## src/rcs_pkg.sv

```systemverilog
// Constants and types shared by the reset-release and clock-output logic.
// Assumes one clock (the input clock) and a synchronous active-low reset.
package rcs_pkg;
  // Input clock rate in MHz
  localparam int CLKIN_MHZ = 25;
  // Low stretch of the output clock after a release seen while it is high
  localparam logic [1:0] STRETCH_CLKIN = 2'h2;
  // Output-clock periods from release to the first bus cycle
  localparam logic [2:0] WAIT_PERIODS = 3'h7;
  // Least low time of the reset input, in output-clock periods
  localparam logic [2:0] MIN_LOW_PERIODS = 3'h4;
  localparam logic [2:0] CNT_ZERO = 3'h0;
  localparam logic [1:0] STRETCH_ZERO = 2'h0;

  typedef enum logic [1:0] {
    RCS_ST_RESET = 2'b00,
    RCS_ST_WAIT = 2'b01,
    RCS_ST_RUN = 2'b10
  } rcs_state_t;

  // Output enables of the bus pins that turn to inputs during reset
  typedef struct packed {
    logic lock;
    logic addr19;
    logic [2:0] upper;
  } rcs_pin_ctl_t;

  localparam rcs_pin_ctl_t PIN_CTL_OFF = '{lock: 1'b0, addr19: 1'b0, upper: 3'h0};
endpackage

```

## src/rcs_period_counter.sv

```systemverilog
// Saturating counter of output-clock periods with a compare target.
// Assumes tick is a one-cycle pulse per output-clock period.
`timescale 1ns/1ps
`default_nettype none
module rcs_period_counter
  import rcs_pkg::*;
(
  input wire logic clk,
  input wire logic reset_n,
  input wire logic clr,
  input wire logic tick,
  input wire logic [2:0] target,
  output logic [2:0] count,
  output logic reached
);
  logic [2:0] next_count;
  wire at_target = (count >= target);

  assign next_count = clr ? CNT_ZERO : ((tick && !at_target) ? count + 3'h1 : count);

  always_ff @(posedge clk) begin
    if (!reset_n) begin
      count <= CNT_ZERO;
      reached <= 1'b0;
    end else begin
      count <= next_count;
      reached <= (next_count >= target);
    end
  end
endmodule
`default_nettype wire

```

## src/rcs_top.sv

```systemverilog
// Reset release, output clock divider and bus start gating.
// Assumes the reset input pin and bus inputs are synchronous to clk.
// What this block does
// - Realign the output clock phase on the rising edge of the reset input.
// - Release while output clock high: force it low for two input clocks.
// - Release while output clock low: output clock waveform left unchanged.
// - Wait seven output-clock periods after release before the first bus cycle.
// - Reset asserted mid-operation aborts any bus cycle on the next clk edge.
// - During reset lock and upper address pins become inputs with pull-ups.
// - Only the address-19 strap may be pulled low; it selects emulation mode.
`timescale 1ns/1ps
`default_nettype none
module rcs_top
  import rcs_pkg::*;
(
  input wire logic clk,
  input wire logic reset_n,
  input wire logic reset_in_n,
  input wire logic bus_cycle_active,
  input wire logic core_lock,
  input wire logic [2:0] core_upper_addr,
  input wire logic core_addr19,
  input wire logic addr19_test_strap_in,
  output logic clk_out,
  output logic bus_enable,
  output logic bus_first_start,
  output logic bus_abort,
  output logic lock_out,
  output logic [2:0] upper_address_lines_out,
  output logic addr19_test_strap_out,
  output rcs_pin_ctl_t pin_oe,
  output logic weak_pullup_en,
  output logic emulation_mode,
  output logic reset_too_short
);
  rcs_state_t state;
  rcs_state_t next_state;
  logic reset_in_prev;
  logic [1:0] stretch;
  logic [1:0] next_stretch;
  logic next_clk_out;
  logic [2:0] wait_count;
  logic wait_done;
  logic low_ok;

  // Rising edge of the reset input
  wire release_edge = reset_in_n && !reset_in_prev;
  wire in_reset = !reset_in_n;
  wire clk_out_rise = next_clk_out && !clk_out;

  assign next_stretch = (release_edge && clk_out) ? STRETCH_CLKIN - 2'h1 :
                        (stretch != STRETCH_ZERO) ? stretch - 2'h1 : STRETCH_ZERO;
  assign next_clk_out = (release_edge && clk_out) ? 1'b0 :
                        (stretch != STRETCH_ZERO) ? 1'b0 : !clk_out;

  always_comb begin
    case (state)
      RCS_ST_RESET: next_state = RCS_ST_WAIT;
      RCS_ST_WAIT: next_state = wait_done ? RCS_ST_RUN : RCS_ST_WAIT;
      RCS_ST_RUN: next_state = RCS_ST_RUN;
      default: next_state = RCS_ST_RESET;
    endcase
    if (in_reset) begin
      next_state = RCS_ST_RESET;
    end
  end

  wire next_run = (next_state == RCS_ST_RUN);

  rcs_pin_ctl_t next_pin_oe;
  assign next_pin_oe = next_run ? rcs_pin_ctl_t'{lock: 1'b1, addr19: 1'b1, upper: 3'h7} :
                       PIN_CTL_OFF;

  rcs_period_counter u_wait (
    .clk(clk),
    .reset_n(reset_n),
    .clr(in_reset),
    .tick(clk_out_rise),
    .target(WAIT_PERIODS),
    .count(wait_count),
    .reached(wait_done)
  );

  rcs_period_counter u_low (
    .clk(clk),
    .reset_n(reset_n),
    .clr(reset_in_n),
    .tick(clk_out_rise),
    .target(MIN_LOW_PERIODS),
    .count(),
    .reached(low_ok)
  );

  always_ff @(posedge clk) begin
    if (!reset_n) begin
      state <= RCS_ST_RESET;
      reset_in_prev <= 1'b0;
      stretch <= STRETCH_ZERO;
      clk_out <= 1'b0;
    end else begin
      state <= next_state;
      reset_in_prev <= reset_in_n;
      stretch <= next_stretch;
      clk_out <= next_clk_out;
    end
  end

  always_ff @(posedge clk) begin
    if (!reset_n) begin
      bus_enable <= 1'b0;
      bus_first_start <= 1'b0;
      bus_abort <= 1'b0;
    end else begin
      bus_enable <= next_run;
      bus_first_start <= next_run && (state == RCS_ST_WAIT);
      bus_abort <= in_reset && bus_cycle_active;
    end
  end

  always_ff @(posedge clk) begin
    if (!reset_n) begin
      pin_oe <= PIN_CTL_OFF;
      weak_pullup_en <= 1'b1;
      lock_out <= 1'b1;
      upper_address_lines_out <= 3'h7;
      addr19_test_strap_out <= 1'b1;
    end else begin
      pin_oe <= next_pin_oe;
      weak_pullup_en <= !next_run;
      lock_out <= core_lock;
      upper_address_lines_out <= core_upper_addr;
      addr19_test_strap_out <= core_addr19;
    end
  end

  always_ff @(posedge clk) begin
    if (!reset_n) begin
      emulation_mode <= 1'b0;
      reset_too_short <= 1'b0;
    end else if (release_edge) begin
      emulation_mode <= !addr19_test_strap_in;
      reset_too_short <= !low_ok;
    end
  end

  property p_realign;
    @(posedge clk) disable iff (!reset_n)
    (release_edge && clk_out) |=> (stretch == 2'h1);
  endproperty
  a_realign: assert property (p_realign) else $error("no realign at release");

  property p_stretch;
    @(posedge clk) disable iff (!reset_n)
    (release_edge && clk_out) |=> !clk_out [*2] ##1 clk_out;
  endproperty
  a_stretch: assert property (p_stretch) else $error("bad low stretch");

  property p_no_stretch;
    @(posedge clk) disable iff (!reset_n)
    (release_edge && !clk_out) |=> clk_out ##1 !clk_out;
  endproperty
  a_no_stretch: assert property (p_no_stretch) else $error("low phase disturbed");

  property p_wait;
    @(posedge clk) disable iff (!reset_n)
    $rose(bus_enable) |-> (wait_count == 3'h7) && $past(reset_in_n);
  endproperty
  a_wait: assert property (p_wait) else $error("bus started early");

  property p_wait_window;
    @(posedge clk) disable iff (!reset_n)
    (release_edge && !clk_out) ##1 reset_in_n [*8] |-> !bus_enable;
  endproperty
  a_wait_window: assert property (p_wait_window) else $error("bus on before wait");

  property p_abort;
    @(posedge clk) disable iff (!reset_n)
    (in_reset && bus_cycle_active) |=> bus_abort && !bus_enable;
  endproperty
  a_abort: assert property (p_abort) else $error("cycle not aborted");

  property p_float;
    @(posedge clk) disable iff (!reset_n)
    in_reset |=> (pin_oe == PIN_CTL_OFF) && weak_pullup_en;
  endproperty
  a_float: assert property (p_float) else $error("pins driven in reset");

  property p_strap;
    @(posedge clk) disable iff (!reset_n)
    release_edge |=> (emulation_mode == !$past(addr19_test_strap_in));
  endproperty
  a_strap: assert property (p_strap) else $error("strap not caught");

  property p_divide;
    @(posedge clk) disable iff (!reset_n)
    (!release_edge && stretch == STRETCH_ZERO) |=> (clk_out != $past(clk_out));
  endproperty
  a_divide: assert property (p_divide) else $error("clock not divided");

  property p_first_start;
    @(posedge clk) disable iff (!reset_n)
    bus_first_start |-> bus_enable && !$past(bus_enable);
  endproperty
  a_first_start: assert property (p_first_start) else $error("first start misplaced");

  property p_reset_drop;
    @(posedge clk) disable iff (!reset_n)
    in_reset |=> !bus_enable && !bus_first_start;
  endproperty
  a_reset_drop: assert property (p_reset_drop) else $error("bus left on in reset");

  property p_strap_hold;
    @(posedge clk) disable iff (!reset_n)
    !release_edge |=> $stable(emulation_mode);
  endproperty
  a_strap_hold: assert property (p_strap_hold) else $error("strap changed off release");
endmodule
`default_nettype wire
```

## config.mk

```make
export PLATFORM = sky130hd
export DESIGN_NAME = rcs_top
export DESIGN_NICKNAME = d
export VERILOG_FILES = /design/src/rcs_pkg.sv /design/src/rcs_period_counter.sv /design/src/rcs_top.sv
export SDC_FILE = /design/constraint.sdc
export NUM_CORES = 1
export LEC_CHECK = 0
export BUFFER_PORTS_ARGS = -buffer_cell sky130_fd_sc_hd__buf_2
export CAP_MARGIN = 20
export CELL_PAD_IN_SITES_DETAIL_PLACEMENT = 1
export CELL_PAD_IN_SITES_GLOBAL_PLACEMENT = 1
export CORE_MARGIN = 1
export CORE_UTILIZATION = 39
export DETAILED_ROUTE_END_ITERATION = 12
export GPL_TIMING_DRIVEN = 0
export PLACE_DENSITY_LB_ADDON = 0.1
export SLEW_MARGIN = 0
export SYNTH_ARGS = -nofsm -noshare
export SYNTH_HDL_FRONTEND = slang
export SYNTH_SLANG_ARGS = --single-unit
```

## constraint.sdc

```tcl
create_clock -name clk -period 3.6 [get_ports clk]
set_clock_uncertainty 0.05 [all_clocks]
set_input_delay 0.18 -clock clk [delete_from_list [all_inputs] [get_ports clk]]
set_output_delay 0.18 -clock clk [all_outputs]
set_load 0.1 [all_outputs]
```

==> results.json <==
{
  "ios": 27,
  "hpwl_mm": 1.14,
  "synth_cell_types": 25,
  "core_region_area_um2": 2190,
  "cts_tree": "yes",
  "diodes": 0,
  "powerDensity_nw_per_um2": 457,
  "portBuffers": 26,
  "synth_top_family_by_area": "simple AND/OR/NAND/NOR gates",
  "worst_skew_pair.late_latency_ps": 300,
  "cts.clk_slew.worst_paths_ps": 120,
  "synthSimpleGateAreaFrac": 0.218,
  "muxShareOfSynthArea": 0.0222,
  "fin_tns_setup_ps": 0,
  "layout_commonest_cell": "buf_2",
  "std_cell_rows": 17,
  "post-route-period-util": 0.438,
  "tightest_slew_ps": 489,
  "antenna_found_initial": 0,
  "period_needed_ps": 1580,
  "setup-violations-final": 0,
  "place_congestion": 0.701,
  "fillCellCount": 270,
  "cap_violations": 0,
  "drt_iter0_markers": 6,
  "fp.dieW_um": 50.1,
  "critPathMaxFanout": 7,
  "grt.total_usage": 0.158,
  "multi_input_area_um2": 360,
  "yosysSeqAreaShare": 0.533,
  "crit_buf_inv": 0,
  "layout-drive-gt1-share": 0.311,
  "final_cells": 150,
  "drt-total-wl_mm": 1.67,
  "cp_data_arrival_time_ps": 1730,
  "syn_nets": 102,
  "dieArea_um2": 2510,
  "start_kind": "flop",
  "grt_pass1_vias": 694,
  "slew_headroom": 0.676,
  "via_count": 682,
  "vias_per_cell": 4.55,
  "dr.pass1.iters": 4,
  "dp.cells": 141,
  "hold_ws_ps": 20.4,
  "final_util": 0.526,
  "syn_avg_cell_area_um2": 10.4,
  "drcViolationCount": 0,
  "final_cell_mix": "26 x buf_2, 24 x dfxtp_1, 8 x nand2_1",
  "synth-xor-area-share": 0.00972,
  "start_util": 0.411,
  "htreeDepth": 1,
  "synth_compound_area_frac": 0.0806,
  "cts_inserted_buffers": 3,
  "clockRootBuffer": "clkbuf_4",
  "synth_area_um2": 901,
  "slew_viol_final": 0,
  "die_h_um": 50.1,
  "ff_latch_area_um2": 480,
  "cts_resized": 0,
  "wl_per_cell_um": 11.1,
  "area_delta_synth_final_pct": 27.9,
  "synth_warnings": 0,
  "grt_max_degree": 14,
  "ys_ff_latch": 24,
  "nNetsFinal": 138,
  "cts.sinks": 24,
  "yosys.area_share.adder": 0.0694,
  "crit_chain": "ha_1 > ha_1 > or3b_1 > o21ai_1 > a21oi_1",
  "max_stage_delay_ps": 410,
  "fmax_mhz": 634,
  "post_cts_buffers": 0,
  "cts.path.max_buffers": 2,
  "grt_first_pass_wirelength_mm": 2.99,
  "vdd_drop_max_mv": 0.204,
  "syn_inst": 87,
  "cpLargestDelayFamily": "adder cells",
  "worstPathRequired_ps": 3750,
  "cpMostUsedCell": "ha_1",
  "hp-class": "in2reg",
  "hold_viol_final": 0,
  "grt_setup_unrepaired": "no",
  "grt.overflow.total": 0,
  "crit_path_end_kind": "flop",
  "slowest_stage": "or3b_1",
  "ant_nets": 0,
  "status": "completed",
  "crit_type": "reg2reg",
  "p_total_mw": 0.527,
  "cellLeakagePower_nw": 0.555
}
[tightest hold or removal path, stage by stage]
cell	delay (ps)
buf_2	90
inv_1	40
nor2_1	30
[worst paths after layout]
| path | start | slack [ps] | cells after the start | endpoint |
|---|---|---|---|---|
| max reg2reg | u_wait.count[0]$_SDFF_PN0_ | 2020 | 5 | u_wait.count[1]$_SDFF_PN0_ |
| max | u_wait.count[0]$_SDFF_PN0_ | 2020 | 5 | u_wait.count[1]$_SDFF_PN0_ |
| min reg2reg | u_wait.reached$_SDFF_PN0_ | 430 | 2 | bus_first_start$_SDFF_PN0_ |
| min | bus_cycle_active | 20 | 3 | bus_abort$_SDFF_PN0_ |
[synth_stat cells (all sizes together)]
cell type  number  area, um^2
dfxtp          24         480
nand2           8        30.0
nand2b          6        37.5
and2            5        31.3
buf             5        37.5
ha              5        62.6
inv             5        18.8
nor2            4        15.0
a21oi           3        15.0
nor3b           3        32.5
a31oi           2        12.5
mux2i           2        20.0
o211a           2        20.0
o21a            2        15.0
o21ai           2        10.0
and3            1        7.51
clkbuf          1        3.75
nand3           1        5.00
nand4b          1        8.76
nor2b           1        6.26
nor3            1        5.00
nor4b           1        8.76
or3b            1        8.76
xnor2           1        8.76
[registers in the layout, indices dropped and copies added, names as in the netlist]
register                 cells
bus_abort                    1
u_wait.reached               1
u_wait.count                 3
reset_in_prev                1
state                        2
addr19_test_strap_out        1
u_low.reached                1
reset_too_short              1
clk_out                      1
stretch                      2
lock_out                     1
upper_address_lines_out      3
weak_pullup_en               1
emulation_mode               1
u_low.count                  2
pin_oe                       1
bus_first_start              1
[cell type report]
cell class	count	area share
multi-input cells	52	0.313
flip-flops and latches	24	0.417
clock buffers	4	0.0315
plain buffers	6	0.0358
inverters	5	0.0163
well taps	28	0.0304
repair buffers	31	0.156
[logic make-up after synthesis]
logic type,after synthesis
muxes,2
AOI/OAI and AO/OA,11
adders and majority gates,5
xor gates and xnor gates,1
and+or+nand+nor,33
buffers and inverters,11
DFF,24
[report_power, final]
part / total [mW] / switching, mW / internal (mW) / leakage [nW]
combinational: 0.105 / 0.0741 / 0.0305 / 0.337
clock: 0.136 / 0.0738 / 0.0617 / 0.0210
sequential: 0.287 / 0.00857 / 0.278 / 0.197
[routing by layer]
metal  part of all wire  wire length [um]  track usage
met5                  0                 0            0
met4              0.013                22       0.0714
met3              0.054                90       0.0401
met2               0.45               745        0.247
met1               0.49               809        0.203
[per-stage QoR]
| stage | area (um^2) | worst slack, ps |
|---|---|---|
| 2_1_floorplan | 901 | 1940 |
| 3_5_place_dp | 1070 | 2030 |
| 6_report | 1150 | 2020 |
| 5_1_grt | 1150 | 1900 |
| 4_1_cts | 1150 | 2010 |
| 3_3_place_gp | 1070 | 2050 |
[repair_timing]
| item | 4_1_cts | 5_1_grt |
|---|---|---|
| hold buffers | 5 | 0 |
| endpoints found under the setup margin | 0 | 0 |
| hold endpoints to repair | 5 | 0 |
Note: power is estimated with default switching activity, not from simulation.
